<file path="src/logic/ssprx_defines.svh">
// Register map, field positions, reset values and widths of the synchronous serial port
`ifndef SSPRX_DEFINES_SVH
`define SSPRX_DEFINES_SVH
// ----------------------------------------------------------------
// Register byte offsets
// ----------------------------------------------------------------
`define SSPRX_ADDR_IRQ_ENABLE   8'h00
`define SSPRX_ADDR_IRQ_FLAGS    8'h04
`define SSPRX_ADDR_RX_STATUS    8'h08
`define SSPRX_ADDR_BAUD_DIV     8'h0C
`define SSPRX_ADDR_TX_DATA      8'h10
`define SSPRX_ADDR_TX_STATUS    8'h14
`define SSPRX_ADDR_RX_DATA      8'h18
// ----------------------------------------------------------------
// receive_status_control fields
// ----------------------------------------------------------------
`define SSPRX_RS_PORT_EN        7
`define SSPRX_RS_RX_NINE        6
`define SSPRX_RS_SINGLE_RX      5
`define SSPRX_RS_CONT_RX        4
`define SSPRX_RS_ADDR_DET       3
`define SSPRX_RS_FRAMING        2
`define SSPRX_RS_OVERRUN        1
`define SSPRX_RS_RX_NINTH       0
// ----------------------------------------------------------------
// transmit_status_control fields
// ----------------------------------------------------------------
`define SSPRX_TS_MASTER         7
`define SSPRX_TS_TX_NINE        6
`define SSPRX_TS_TX_EN          5
`define SSPRX_TS_SYNC           4
`define SSPRX_TS_HIGH_SPEED     2
`define SSPRX_TS_SHIFT_EMPTY    1
`define SSPRX_TS_TX_NINTH       0
// ----------------------------------------------------------------
// peripheral_irq_flags / enable fields
// ----------------------------------------------------------------
`define SSPRX_IRQ_RX            5
`define SSPRX_IRQ_TX            4
// ----------------------------------------------------------------
// Reset values and counts
// ----------------------------------------------------------------
`define SSPRX_RST_TX_STATUS     8'h02
`define SSPRX_RST_BYTE          8'h00
`define SSPRX_FIFO_DEPTH        2'd2
`define SSPRX_BITS_EIGHT        4'd8
`define SSPRX_BITS_NINE         4'd9
`define SSPRX_LOW_SPEED_SHIFT   2
`endif

</file>
<file path="src/logic/ssprx_pkg.sv">
// Types shared by the synchronous serial port
package ssprx_pkg;
    typedef enum logic [2:0] {
        SSPRX_IDLE = 3'b001,
        SSPRX_TX   = 3'b010,
        SSPRX_RX   = 3'b100
    } ssprx_state_e;
    typedef logic [7:0]  ssprx_byte_t;
    typedef logic [8:0]  ssprx_char_t;
    typedef logic [31:0] ssprx_word_t;
endpackage

</file>
<file path="src/logic/ssprx_top.sv">
// Synchronous serial port with APB registers, master/slave shift engine and receive FIFO
//
// Implementation choices: the APB interface to the registers and the placing of the registers.
`timescale 1ns/1ps
`default_nettype none
`include "ssprx_defines.svh"

module ssprx_top (
    input  wire logic               sys_clk,
    input  wire logic               sys_rst,
    input  wire logic               psel,
    input  wire logic               penable,
    input  wire logic               pwrite,
    input  wire logic [7:0]         paddr,
    input  wire ssprx_pkg::ssprx_word_t pwdata,
    output logic                    pready,
    output logic                    pslverr,
    output ssprx_pkg::ssprx_word_t  prdata,
    input  wire logic               serialDataIn,
    output logic                    serialDataOut,
    output logic                    serialDataOe,
    input  wire logic               serialClockIn,
    output logic                    serialClockOut,
    output logic                    serialClockOe
);
    import ssprx_pkg::*;

    // ----------------------------------------------------------------
    // Registers and state
    // ----------------------------------------------------------------
    ssprx_byte_t  irqEnable;
    ssprx_byte_t  baudDivisor;
    ssprx_byte_t  txHold;
    logic         txFull;
    logic         portEnable, rxNine, singleRx, contRx, addrDetect;
    logic         master, txNine, txEnable, syncMode, highSpeed, txNinth;
    logic         overrun, overrunSingle;
    ssprx_char_t  fifoMem [2];
    logic         fifoHead;
    logic [1:0]   fifoCount;
    ssprx_state_e state;
    ssprx_char_t  shiftReg;
    logic [3:0]   bitCount;
    logic [9:0]   baudCount;
    logic         dataSync1, dataSync2, clkSync1, clkSync2, clkPrev;

    // ----------------------------------------------------------------
    // Bus decode
    // ----------------------------------------------------------------
    logic wrAcc, rdAcc, setup, mapped, popReq;
    assign setup  = psel & ~penable;
    assign wrAcc  = psel & penable & pwrite;
    assign rdAcc  = psel & penable & ~pwrite;
    assign pready = 1'b1;
    always_comb begin
        case (paddr)
            `SSPRX_ADDR_IRQ_ENABLE, `SSPRX_ADDR_IRQ_FLAGS, `SSPRX_ADDR_RX_STATUS,
            `SSPRX_ADDR_BAUD_DIV, `SSPRX_ADDR_TX_DATA, `SSPRX_ADDR_TX_STATUS,
            `SSPRX_ADDR_RX_DATA: mapped = 1'b1;
            default: mapped = 1'b0;
        endcase
    end
    assign pslverr = psel & penable & ~mapped;
    // Reading the data register advances the FIFO
    assign popReq = rdAcc & (paddr == `SSPRX_ADDR_RX_DATA) & (fifoCount != 2'd0);

    // ----------------------------------------------------------------
    // Mode decode
    // ----------------------------------------------------------------
    logic active, txMode, rxGo, lead, trail, halfTick, lastBit, charDone;
    logic [3:0] charBits;
    ssprx_char_t rxChar;
    assign active   = portEnable & syncMode;
    assign txMode   = active & ~singleRx & ~contRx & txEnable;
    // Slave ignores the single enable
    assign rxGo     = active & ~overrun & (master ? (singleRx | contRx) : contRx);
    assign charBits = rxNine ? `SSPRX_BITS_NINE : `SSPRX_BITS_EIGHT;
    assign lastBit  = (bitCount == charBits - 4'd1);

    // ----------------------------------------------------------------
    // Pin synchronisers
    // ----------------------------------------------------------------
    always_ff @(posedge sys_clk) begin
        if (sys_rst) begin
            dataSync1 <= 1'b0;
            dataSync2 <= 1'b0;
            clkSync1  <= 1'b0;
            clkSync2  <= 1'b0;
            clkPrev   <= 1'b0;
        end else begin
            dataSync1 <= serialDataIn;
            dataSync2 <= dataSync1;
            clkSync1  <= serialClockIn;
            clkSync2  <= clkSync1;
            clkPrev   <= clkSync2;
        end
    end

    // ----------------------------------------------------------------
    // Baud generator, half shift-clock period
    // ----------------------------------------------------------------
    logic [9:0] baudReload;
    assign baudReload = highSpeed ? {2'b00, baudDivisor}
                        : (({2'b00, baudDivisor} + 10'd1) << `SSPRX_LOW_SPEED_SHIFT) - 10'd1;
    assign halfTick   = (baudCount == 10'd0);
    always_ff @(posedge sys_clk) begin
        if (sys_rst || state == SSPRX_IDLE || !master) begin
            baudCount <= baudReload;
        end else if (halfTick) begin
            baudCount <= baudReload;
        end else begin
            baudCount <= baudCount - 10'd1;
        end
    end

    // Leading edge rises, trailing edge falls; clock idles low
    assign lead  = master ? (state != SSPRX_IDLE) & halfTick & ~serialClockOut
                          : clkSync2 & ~clkPrev;
    assign trail = master ? (state != SSPRX_IDLE) & halfTick & serialClockOut
                          : ~clkSync2 & clkPrev;
    assign rxChar   = rxNine ? {dataSync2, shiftReg[8:1]} : {1'b0, dataSync2, shiftReg[8:2]};
    assign charDone = (state == SSPRX_RX) & rxGo & trail & lastBit;

    // ----------------------------------------------------------------
    // Shift engine
    // ----------------------------------------------------------------
    always_ff @(posedge sys_clk) begin
        if (sys_rst || !portEnable) begin
            state          <= SSPRX_IDLE;
            shiftReg       <= '0;
            bitCount       <= 4'd0;
            serialClockOut <= 1'b0;
            serialDataOut  <= 1'b0;
        end else begin
            case (state)
                SSPRX_IDLE: begin
                    serialClockOut <= 1'b0;
                    bitCount       <= 4'd0;
                    if (rxGo) begin
                        state <= SSPRX_RX;
                    end else if (txMode && txFull) begin
                        shiftReg <= {txNinth, txHold};
                        state    <= SSPRX_TX;
                    end
                end
                SSPRX_RX: begin
                    if (!rxGo) begin
                        // Partial character is dropped and clock parks low
                        state          <= SSPRX_IDLE;
                        serialClockOut <= 1'b0;
                    end else begin
                        if (master && halfTick) begin
                            serialClockOut <= ~serialClockOut;
                        end
                        if (trail) begin
                            shiftReg <= {dataSync2, shiftReg[8:1]};
                            bitCount <= lastBit ? 4'd0 : bitCount + 4'd1;
                        end
                    end
                end
                SSPRX_TX: begin
                    if (!txMode) begin
                        state          <= SSPRX_IDLE;
                        serialClockOut <= 1'b0;
                    end else begin
                        if (master && halfTick) begin
                            serialClockOut <= ~serialClockOut;
                        end
                        if (lead) begin
                            serialDataOut <= shiftReg[0];
                            shiftReg      <= {1'b0, shiftReg[8:1]};
                        end
                        if (trail) begin
                            bitCount <= bitCount + 4'd1;
                            if ((bitCount == (txNine ? `SSPRX_BITS_NINE : `SSPRX_BITS_EIGHT) - 4'd1)) begin
                                state <= SSPRX_IDLE;
                            end
                        end
                    end
                end
                default: state <= SSPRX_IDLE;
            endcase
        end
    end

    // ----------------------------------------------------------------
    // Pin drivers
    // ----------------------------------------------------------------
    assign serialClockOe = active & master;
    assign serialDataOe  = txMode;

    // ----------------------------------------------------------------
    // Receive FIFO and overrun
    // ----------------------------------------------------------------
    logic pushOk;
    assign pushOk = charDone & (fifoCount != `SSPRX_FIFO_DEPTH);
    always_ff @(posedge sys_clk) begin
        if (sys_rst || !portEnable) begin
            fifoHead   <= 1'b0;
            fifoCount  <= 2'd0;
            fifoMem[0] <= '0;
            fifoMem[1] <= '0;
        end else begin
            if (pushOk) begin
                fifoMem[fifoHead ^ fifoCount[0]] <= rxChar;
            end
            if (popReq) begin
                fifoHead <= ~fifoHead;
            end
            fifoCount <= fifoCount + {1'b0, pushOk} - {1'b0, popReq};
        end
    end

    // Set wins over any clear in the same cycle
    always_ff @(posedge sys_clk) begin
        if (sys_rst || !portEnable) begin
            overrun       <= 1'b0;
            overrunSingle <= 1'b0;
        end else if (charDone && fifoCount == `SSPRX_FIFO_DEPTH) begin
            overrun       <= 1'b1;
            overrunSingle <= master & singleRx & ~contRx;
        end else if (overrunSingle ? popReq : ~contRx) begin
            overrun <= 1'b0;
        end
    end

    // ----------------------------------------------------------------
    // Control registers
    // ----------------------------------------------------------------
    always_ff @(posedge sys_clk) begin
        if (sys_rst) begin
            {portEnable, rxNine, singleRx, contRx, addrDetect} <= 5'b00000;
        end else if (wrAcc && paddr == `SSPRX_ADDR_RX_STATUS) begin
            portEnable <= pwdata[`SSPRX_RS_PORT_EN];
            rxNine     <= pwdata[`SSPRX_RS_RX_NINE];
            singleRx   <= pwdata[`SSPRX_RS_SINGLE_RX];
            contRx     <= pwdata[`SSPRX_RS_CONT_RX];
            addrDetect <= pwdata[`SSPRX_RS_ADDR_DET];
        end else if (!portEnable) begin
            singleRx <= 1'b0;
        end else if (charDone && master) begin
            singleRx <= 1'b0;
        end
    end

    always_ff @(posedge sys_clk) begin
        if (sys_rst) begin
            {master, txNine, txEnable, syncMode, highSpeed, txNinth} <= 6'b000000;
            irqEnable   <= `SSPRX_RST_BYTE;
            baudDivisor <= `SSPRX_RST_BYTE;
        end else if (wrAcc) begin
            case (paddr)
                `SSPRX_ADDR_TX_STATUS: begin
                    master    <= pwdata[`SSPRX_TS_MASTER];
                    txNine    <= pwdata[`SSPRX_TS_TX_NINE];
                    txEnable  <= pwdata[`SSPRX_TS_TX_EN];
                    syncMode  <= pwdata[`SSPRX_TS_SYNC];
                    highSpeed <= pwdata[`SSPRX_TS_HIGH_SPEED];
                    txNinth   <= pwdata[`SSPRX_TS_TX_NINTH];
                end
                `SSPRX_ADDR_IRQ_ENABLE: irqEnable <= pwdata[7:0];
                `SSPRX_ADDR_BAUD_DIV:   baudDivisor <= pwdata[7:0];
                default: ;
            endcase
        end
    end

    // Holding register is freed when the engine takes it
    always_ff @(posedge sys_clk) begin
        if (sys_rst) begin
            txHold <= `SSPRX_RST_BYTE;
            txFull <= 1'b0;
        end else begin
            if (wrAcc && paddr == `SSPRX_ADDR_TX_DATA) begin
                txHold <= pwdata[7:0];
                txFull <= 1'b1;
            end else if (!portEnable || (state == SSPRX_IDLE && !rxGo && txMode && txFull)) begin
                txFull <= 1'b0;
            end
        end
    end

    // ----------------------------------------------------------------
    // Read data, captured in the setup cycle
    // ----------------------------------------------------------------
    ssprx_char_t top;
    ssprx_byte_t readByte;
    assign top = fifoMem[fifoHead];
    always_comb begin
        case (paddr)
            `SSPRX_ADDR_IRQ_ENABLE: readByte = irqEnable;
            `SSPRX_ADDR_IRQ_FLAGS:  readByte = {2'b00, fifoCount != 2'd0, ~txFull, 4'h0};
            `SSPRX_ADDR_RX_STATUS:  readByte = {portEnable, rxNine, singleRx, contRx, addrDetect,
                                                1'b0, overrun, top[8]};
            `SSPRX_ADDR_BAUD_DIV:   readByte = baudDivisor;
            `SSPRX_ADDR_TX_STATUS:  readByte = {master, txNine, txEnable, syncMode, 1'b0,
                                                highSpeed, state != SSPRX_TX, txNinth};
            `SSPRX_ADDR_RX_DATA:    readByte = top[7:0];
            default:                readByte = 8'h00;
        endcase
    end

    always_ff @(posedge sys_clk) begin
        if (sys_rst) begin
            prdata <= 32'h0000_0000;
        end else if (setup) begin
            prdata <= {24'h00_0000, readByte};
        end
    end
endmodule
`default_nettype wire

</file>
<file path="config.mk">
export PLATFORM = sky130hd
export DESIGN_NAME = ssprx_top
export DESIGN_NICKNAME = d
export VERILOG_FILES = /design/src/logic/ssprx_pkg.sv /design/src/logic/ssprx_top.sv
export VERILOG_INCLUDE_DIRS = /design/src /design/src/logic
export SDC_FILE = /design/constraint.sdc
export NUM_CORES = 1
export LEC_CHECK = 0
export BUFFER_PORTS_ARGS = -buffer_cell sky130_fd_sc_hd__buf_2
export CORE_MARGIN = 1
export CORE_UTILIZATION = 57
export DETAILED_ROUTE_END_ITERATION = 8
export PLACE_DENSITY_LB_ADDON = 0.3
export SYNTH_ARGS = -nofsm -noshare
export SYNTH_HDL_FRONTEND = slang
export SYNTH_SLANG_ARGS = --single-unit
</file>
<file path="constraint.sdc">
create_clock -name sys_clk -period 4.1 [get_ports sys_clk]
set_clock_uncertainty 0.05 [all_clocks]
set_input_delay 0.82 -clock sys_clk [delete_from_list [all_inputs] [get_ports sys_clk]]
set_output_delay 0.82 -clock sys_clk [all_outputs]
set_load 0.02 [all_outputs]
</file>
Word level (Yosys, flattened, before mapping)
Memories as Yosys holds them, arrays and structs flattened. A register that Yosys moved wholly into a read port is not among the register bits.
Index checks and enable logic that the tools add are counted.
{"block": "word_totals", "regBits": 82, "ram_bits": 18, "in_bits": 47, "output_inout_bits": 38, "elab_cells": 189, "memories": 1}
{"block": "op_classes", "addsub": 8, "n_eq_ne": 27, "muxes": 53, "bitwise_logic": 38, "n_reduce_logical": 31}
{"name": "fifoMem", "words": 2, "word_bits": 9, "read_ports": 1, "rd_clocked_by_memory_dff": 1, "write_ports": 2, "line": "ssprx_top.sv:38", "rtl": "ssprx_char_t fifoMem [2];"}
{"operator": "$mux W9", "n": 8}
{"operator": "$pmux W8 S6", "n": 1}
{"operator": "$mux W10", "n": 3}
{"operator": "$pmux W9 S3", "n": 1}
{"operator": "$mux W1", "n": 26}
{"operator": "$and A1 B1 Y1", "n": 25}
{"operator": "$eq A8 B5 Y1 const B", "n": 3}
{"operator": "$mux W4", "n": 5}
{"operator": "$sub A10 B1 Y10 const B", "n": 2}
{"operator": "$mux W3", "n": 6}
{"operator": "$ne A2 B2 Y1 const B", "n": 9}
{"operator": "$eq A8 B4 Y1 const B", "n": 2}
{"operator": "$pmux W4 S3", "n": 1}
{"operator": "$not A1 Y1", "n": 11}
{"operator": "$logic_not A10 Y1", "n": 1}
{"operator": "$logic_and A1 B1 Y1", "n": 9}
{"operator": "$ne A3 B3 Y1 const B", "n": 3}
{"operator": "$pmux W3 S3", "n": 1}
{"operator": "$reduce_or A9 Y1", "n": 1}
{"operator": "$add A8 B1 Y8 const B", "n": 1}
{"operator": "$eq A4 B4 Y1", "n": 2}
{"operator": "$eq A8 B3 Y1 const B", "n": 1}
{"operator": "$logic_not A8 Y1", "n": 1}
{"operator": "$sub A4 B1 Y4 const B", "n": 2}
{"operator": "other kinds (22)", "n": 32}

Depth between registers and ports, before layout
Gate-level depths: netlist (run 1).
{"block": "depth", "word_depth": 12, "mapped_depth": 12, "mapped_depth_nobuf": 12}

Worst setup path after synthesis (run 1)
OpenSTA, ideal clock, no wires.
{"block": "synth_timing", "path_type": "input to register", "startpoint": "input port paddr[1]", "endpoint": "register fifoCount[1]", "setup_ns": 0.128, "arrival_time_ns": 2.941, "required_ns": 3.922, "slack_ns": 0.981, "cell_stages": 10, "n_path_buf": 1, "cell_sequence": "or4_1 > buf_2 > nor4b_4 > nor4b_4 > ha_1 > inv_1 > ha_1 > xor2_1 > xnor2_1 > nor2_1"}
{"block": "synth_between", "elab_chain_cells": 4}
{"element": "start, declared", "line": "ssprx_top.sv:14", "rtl": "input wire logic [7:0] paddr,"}
{"element": "$eq A8 B5 Y1"}
{"element": "$and A1 B1 Y1 (2 in a row)", "line": "ssprx_top.sv:65", "rtl": "assign popReq = rdAcc & (paddr == `SSPRX_ADDR_RX_DATA) & (fifoCount != 2'd0);"}
{"element": "named net popReq", "line": "ssprx_top.sv:50", "rtl": "logic wrAcc, rdAcc, setup, mapped, popReq;"}
{"element": "$sub A2 B1 Y2", "line": "ssprx_top.sv:210", "rtl": "fifoCount <= fifoCount + {1'b0, pushOk} - {1'b0, popReq};"}
{"element": "end signal, assigned", "line": "ssprx_top.sv:210"}
{"element": "end, declared", "line": "ssprx_top.sv:40", "rtl": "logic [1:0] fifoCount;"}
The timed path passes the listed nets, and every way through them passes these cells.
A chain may end at the register's enable or synchronous reset.

==> results by group, run 1 <==
Run status
  • Outcome: finished clean

STA
  • Fin crit share: 76.5%
  • Hold Fails Final Rpt: 0
  • Worst slew pin tran: 1300 ps
  • Total Neg Setup Slack: 0 ps
  • RSZ-0062 raised after global routing: no
  • Final slew viol count: 0
  • Setup-failing EPs final: 0
  • Max Freq: 319 MHz
  • Relative slew slack: 13.5%
  • Final min period: 3140 ps

Floorplan
  • Initial Util: approximately three fifths
  • Die Area: 9970 sq um
  • Die X: 99.9 microns
  • Core area: approximately 9200 sq um
  • DIE HEIGHT: between 90 and 100 microns
  • IO Pins: between 80 and 90
  • Core Rows: 35

Clocking
  • Num CTS Buffers: 9
  • Post-CTS Setup Inserts: 0
  • CTS HTree Levels: 3
  • CTS sink cnt: about 100
  • CTS Buffer Depth: 2
  • Worst-Skew Late Latency: 370 ps
  • Post-CTS Resized: 0
  • CTS tree: done
  • Hold Buf Count CTS: 0
  • Clk slew on worst S/H paths: 110 ps
  • Root buffer cell: clkbuf_8

Global routing
  • Vias in the first global route: about 4200
  • First-pass GRT wire length: 21.4 mm
  • Total gr overflow: 0
  • Antenna violations before repair: 0
  • GRT Total Usage: 27.6%
  • Pin count of the biggest net entering global routing: between 50 and 60

Final layout
  • Fill cell total of the finished layout: between 700 and 800
  • Register area: 2200 sq um
  • Nets: between 600 and 700
  • N_diodes: 0
  • Multi-input gate area: 2940 sq um
  • Area Overhead vs Synth: 5.41%
  • Non-filler instance count after layout: 757
  • Design area: 5750 sq um
  • Layout cells sized above 1: 14.2%

Synthesis
  • Post-synthesis sequential area ratio: ~40%
  • Predominant post-synthesis flop cell: dfxtp_1
  • Asr flop ratio synth: 0%
  • Synthesized instance count: 615
  • Cell variety after synth: 73
  • Synthesized area per cell: a little under 9 sq um
  • Share of the synthesized area in the top cell type: a little under a third
  • Synth cell count leaders: dfxtp_1, nand2_1, a21oi_1, nor2_1, mux2i_1
  • EDFF count, synth: 18
  • Top-count cell post-synth: dfxtp_1
  • #FFs+latches synth: 101
  • Syn Std Cell Area: 5460 sq um
  • Synthesis Warnings: 0
  • Top post-synthesis cells by area: dfxtp_1, edfxtp_1, mux2i_1, a21oi_1, nand2_1
  • Synth area leader: dfxtp_1

Setup path
  • Levels on crit path: 7
  • CP bufs+invs: 1
  • R2R Path End: fifoMem[0][2]
  • Reg2reg setup slack: 960 ps
  • Crit path largest cell delay: roughly 610 ps
  • Worst Setup End Kind: register
  • R2r worst-path depth: 7
  • Critical path capture point: fifoMem[0][2]
  • Worst Path Required: 4090 ps
  • Data arrival, critical path: around 3100 ps
  • Cell breakdown of the critical path: inv_1 -> ha_1 -> or4b_4 -> nor4_4 -> o211ai_2 -> or3_1 -> nand2_1
  • Worst path slowest cell: or3_1
  • Crit Path Max Fanout: 10
  • Setup crit start: baudCount[0]
  • Crit path max-delay family: simple AND/OR/NAND/NOR gates
  • Crit Path Category: reg2reg
  • Reg-to-Reg Start: baudCount[0]
  • Crit start category: register

Detailed routing
  • Starting DRT DRC Count: 306
  • Via count: roughly 4600
  • Routed length per instance: 17.8 microns
  • DR pass1 iterations: 5
  • ANT nets after route: 0
  • # DRC: 0
  • Via/cell ratio: just over 6
  • Post-Route WL: ~13 mm

Placed design
  • DP Cell Count: 741
  • Routability cong.: 0.907
  • IO buf count: 35
  • Post-DP HPWL: between 9 and 10 mm
  • Placed cell area: 5570 sq um

Power
  • Max IR drop VDD: 0.254 mV
  • Static leakage: about 0.0021 uW
  • Cell Pwr Density: 301 nW/um^2

Min path
  • Min-Delay Path Class: reg2reg

Job
  • Max Cap Viol: 0
power by group:
part | switching (uW) | total (uW) | internal [uW] | leakage [uW]
clock | 383 | 618 | 235 | 0.0000903
sequential | 4.18 | 1020 | 1010 | 0.000893
combinational | 75.1 | 99.7 | 24.6 | 0.00114
cell families (layout without fill, tap and decap cells):
logic type	count (synthesis)	in the layout	share of synthesized area, %
AOI/OAI and AO/OA	135	135	16.0
xor gates and xnor gates	16	16	2.57
adders and majority gates	6	6	1.38
buffers and inverters	76	66	7.47
DFF	101	101	40.3
muxes	43	43	8.25
other	2	25	0.138
and+or+nand+nor	236	236	23.8
placed cells by master (no fill, tap or decap), types with 13 or more instances in the layout:
| master | n |
|---|---|
| dfxtp_1 | 83 |
| a31oi_1 | 15 |
| nor2_1 | 55 |
| a21oi_1 | 55 |
| edfxtp_1 | 18 |
| nand3_1 | 34 |
| a211oi_1 | 13 |
| nor3_1 | 13 |
| conb_1 | 25 |
| mux2i_1 | 36 |
| buf_2 | 35 |
| nand2_1 | 59 |
state kept, by name, indices dropped and copies added (netlist names), 3 cells and up, named ones only:
register / flops
baudCount: 10
baudDivisor: 8
bitCount: 4
fifoMem: 18
irqEnable: 8
prdata: 8
shiftReg: 9
state: 3
txHold: 8
area by class of cell:
class	count	area share, %
multi-input cells	461	51.1
clock buffers	9	2.15
clock inverters	7	1.11
repair buffers	43	4.09
inverters	7	0.457
flip-flops and latches	101	38.3
well taps	129	2.80
worst reg2reg max path: stages (launching register included):
cell	delay (ps)
dfxtp_1	350
inv_1	90
ha_1	150
or4b_4	490
nor4_4	440
o211ai_2	240
or3_1	610
nand2_1	400
per-stage QoR:
stage          total power, uW  hold slack (ps)  util (%)  setup slack [ps]
6_report                  1730              405      62.3               962
3_5_place_dp              1140              392      60.2               659
2_1_floorplan             1120              364         -               981
4_1_cts                   1730              410      62.3               972
5_1_grt                   1790              423      62.3               820
3_3_place_gp              1130              372      60.2               715
metal layers:
layer	part of all wire [%]	up-vias	global-route usage, %
li1	-	2193	-
met1	43	2162	35.6
met2	48	210	46.0
met3	6.6	32	5.43
met4	2.5	0	10.2
met5	0	-	0
worst min-delay path by stage:
stage | startpoint | to | slack (ps) | cells past startpoint
2_1_floorplan | clkSync1 | clkSync2 | 360 | 1
3_3_place_gp | dataSync1 | dataSync2 | 370 | 1
3_5_place_dp | clkSync1 | clkSync2 | 390 | 1
4_1_cts | dataSync1 | dataSync2 | 410 | 1
5_1_grt | dataSync1 | dataSync2 | 420 | 1
6_report | clkSync1 | clkSync2 | 410 | 1
No activity file was read; power rests on OpenSTA's default activity.
==> inputs of run 2 (changes only) <==
--- a/config.mk
+++ b/config.mk
@@ -6,9 +6,10 @@
 export SDC_FILE = /design/constraint.sdc
 export NUM_CORES = 1
 export LEC_CHECK = 0
+export ABC_AREA = 1
 export BUFFER_PORTS_ARGS = -buffer_cell sky130_fd_sc_hd__buf_2
 export CORE_MARGIN = 1
-export CORE_UTILIZATION = 57
+export CORE_UTILIZATION = 52
 export DETAILED_ROUTE_END_ITERATION = 8
 export PLACE_DENSITY_LB_ADDON = 0.3
 export SYNTH_ARGS = -nofsm -noshare
==> constraint.sdc (replaced) <==
create_clock -name sys_clk -period 2.6 [get_ports sys_clk]
set_clock_uncertainty 0.05 [all_clocks]
set_input_delay 0.52 -clock sys_clk [delete_from_list [all_inputs] [get_ports sys_clk]]
set_output_delay 0.52 -clock sys_clk [all_outputs]
set_load 0.02 [all_outputs]
==> results by group, run 2 <==
Final layout
  • Commonest non-fill, non-tap cell in the layout: nand2_1
  • Top reg by flops: fifoMem
  • Layout cells sized above 1: 16.5% (+2.4 points)
  • Area Overhead vs Synth: 7.65%
  • Nets: 822 (+22%)
  • Most frequent cells in the layout: nand2_1, nor2_1, dfxtp_1, o21ai_0, inv_1
  • Top flop regs: fifoMem (18), baudCount (10), shiftReg (9)
  • Final core occ: 57.5% (-4.7 points)
  • Largest register FFs: 18 (unchanged)
  • N_diodes: 0 (unchanged)
  • Fill cell total of the finished layout: 955 (+21%)

Detailed routing
  • # DRC: 0 (unchanged)
  • ANT nets after route: 0 (unchanged)
  • Post-Route WL: 13.2 mm (-2.3%)
  • Routed length per instance: 14.5 microns (-19%)
  • Via/cell ratio: 5.42 (-11%)
  • Via count: 4936 (+7.4%)
  • Starting DRT DRC Count: 360 (+18%)
  • DR pass1 iterations: 6 (+1)

Floorplan
  • IO Pins: 85 (unchanged)
  • DIE HEIGHT: 105 microns (+4.9%)
  • Core Rows: 37 (+5.7%)
  • Die Area: 11000 sq um (+10%)
  • Core area: 10300 sq um (+11%)
  • Initial Util: 53.4% (-5.6 points)
  • Die X: 105 microns (+4.9%)

Synthesis
  • EDFF count, synth: 18 (unchanged)
  • Asr flop ratio synth: 0% (unchanged)
  • #FFs+latches synth: 101 (unchanged)
  • Synthesis Warnings: 0 (unchanged)
  • Cell variety after synth: 44 (-40%)
  • Synthesized instance count: 733 (+19%)
  • Top post-synthesis cells by area: dfxtp_1, edfxtp_1, nand2_1, nor2_1, o21ai_0
  • Synth cell count leaders: nand2_1, nor2_1, dfxtp_1
  • Share of the synthesized area in the top cell type: 30.3% (-0.19 points)
  • Predominant post-synthesis flop cell: dfxtp_1
  • Synth area leader: dfxtp_1
  • Syn Std Cell Area: 5490 sq um (+0.62%)
  • Post-synthesis sequential area ratio: 40.1% (-0.25 points)
  • Top-count cell post-synth: nand2_1
  • Synthesized area per cell: 7.49 sq um (-16%)

STA
  • RSZ-0062 raised after global routing: no
  • Worst slew pin tran: 558 ps (-740 ps)
  • Final hold slack: 274 ps (-131 ps)
  • Final min period: 2310 ps (-830 ps)
  • Hold Fails Final Rpt: 0 (unchanged)
  • Max Freq: 433 MHz (+36%)
  • Total Neg Setup Slack: 0 ps (unchanged)
  • Final slew viol count: 0 (unchanged)
  • Relative slew slack: 62.4% (+49 points)
  • Setup-failing EPs final: 0 (unchanged)
  • Fin crit share: 88.8% (+12 points)

Global routing
  • First-pass GRT wire length: 22.0 mm (+2.6%)
  • GRT Total Usage: 25.3% (-2.3 points)
  • Pin count of the biggest net entering global routing: 43 (-17%)
  • Vias in the first global route: 4557 (+7.8%)
  • Total gr overflow: 0 (unchanged)
  • Antenna violations before repair: 0 (unchanged)

Clocking
  • CTS HTree Levels: 3 (unchanged)
  • Worst-Skew Late Latency: 390 ps (+20 ps)
  • Clk slew on worst S/H paths: 100 ps (about the same)
  • Root buffer cell: clkbuf_8
  • Post-CTS Resized: 0 (unchanged)
  • Post-CTS Setup Inserts: 0 (unchanged)
  • CTS sink cnt: 101 (unchanged)
  • CTS tree: done
  • CTS Buffer Depth: 2 (unchanged)
  • Hold Buf Count CTS: 0 (unchanged)
  • Num CTS Buffers: 9 (unchanged)

Setup path
  • Crit start category: register
  • Data arrival, critical path: 2580 ps (-550 ps)
  • Crit Path Max Fanout: 9 (-1)
  • Worst Path Required: 2880 ps (-1210 ps)
  • Crit Path Category: reg2reg
  • Worst Setup End Kind: register

Power
  • Static leakage: 0.00237 uW (+12%)
  • Max IR drop VDD: 0.414 mV (+63%)
  • Cell Pwr Density: 476 nW/um^2 (+58%)

Placed design
  • Post-DP HPWL: 9.93 mm (+0.38%)
  • Routability cong.: 0.878 (-3.3%)
  • IO buf count: 35 (unchanged)

Min path
  • Min-Delay Path Class: in2reg

Run status
  • Outcome: finished clean

Job
  • Max Cap Viol: 0 (unchanged)
[run 2: per-layer routing]
metal	vias up	GRT usage, %	wire length (microns)
met2	186	41.1	6030
met4	0	8.05	237
li1	2446	-	-
met5	-	0	0
met3	17	6.18	967
met1	2287	33.1	5940
[run 2: critical path, stage by stage, from the launching register on]
cell and delay, ps:
dfxtp_1 530, nand2_1 130, nand2_1 120, nand2_4 100, nor2_4 130, nand2_1 80, inv_2 100, nand3_1 110
ha_1 290, inv_1 40, ha_1 170, or2_2 290, a21oi_1 110
[run 2: worst paths after layout]
| check | from | to | slack (ps) | cells after the start |
|---|---|---|---|---|
| worst min-delay path | serialDataIn | dataSync1 | 270 | 3 |
| worst max register to register | master | fifoCount[1] | 290 | 12 |
| worst min register to register | clkSync1 | clkSync2 | 360 | 2 |
| worst max-delay path | master | fifoCount[1] | 290 | 12 |
[run 2: cells by family after synthesis]
family	Yosys count	share of synthesized area (%)
AND/OR/NAND/NOR	341	29.5
AO/OA/AOI/OAI	138	13.8
buffers and inverters	119	10.7
flip-flops	101	40.1
XOR/XNOR	13	2.07
multiplexers	13	2.37
adder cells (fa/ha/maj)	6	1.37
other	2	0.137
[run 2: power by group]
part | switching, uW | total [uW] | internal (uW)
clock | 565 | 1070 | 500
sequential | 5.35 | 1600 | 1590
combinational | 113 | 150 | 36.9
total | 683 | 2820 | 2130
[run 2: layout make-up]
cell class	instances	area [sq um]	area share, %
inverters	76	288	4.87
repair buffers	45	250	4.23
well taps	136	170	2.88
clock buffers	9	124	2.09
multi-input cells	536	2790	47.2
flip-flops and latches	101	2200	37.2
clock inverters	7	87.6	1.48
[run 2: metrics by stage]
| step | area (sq um) | setup slack [ps] | total power (uW) | std cells |
|---|---|---|---|---|
| finish | 5910 | 292 | 2820 | 910 |
| global route | 5910 | 178 | 2920 | 910 |
| CTS | 5910 | 322 | 2840 | 910 |
| detailed placement | 5700 | 345 | 1780 | 894 |
| global placement | 5700 | 388 | 1780 | 894 |
| floorplan | 5580 | 387 | 1750 | 756 |
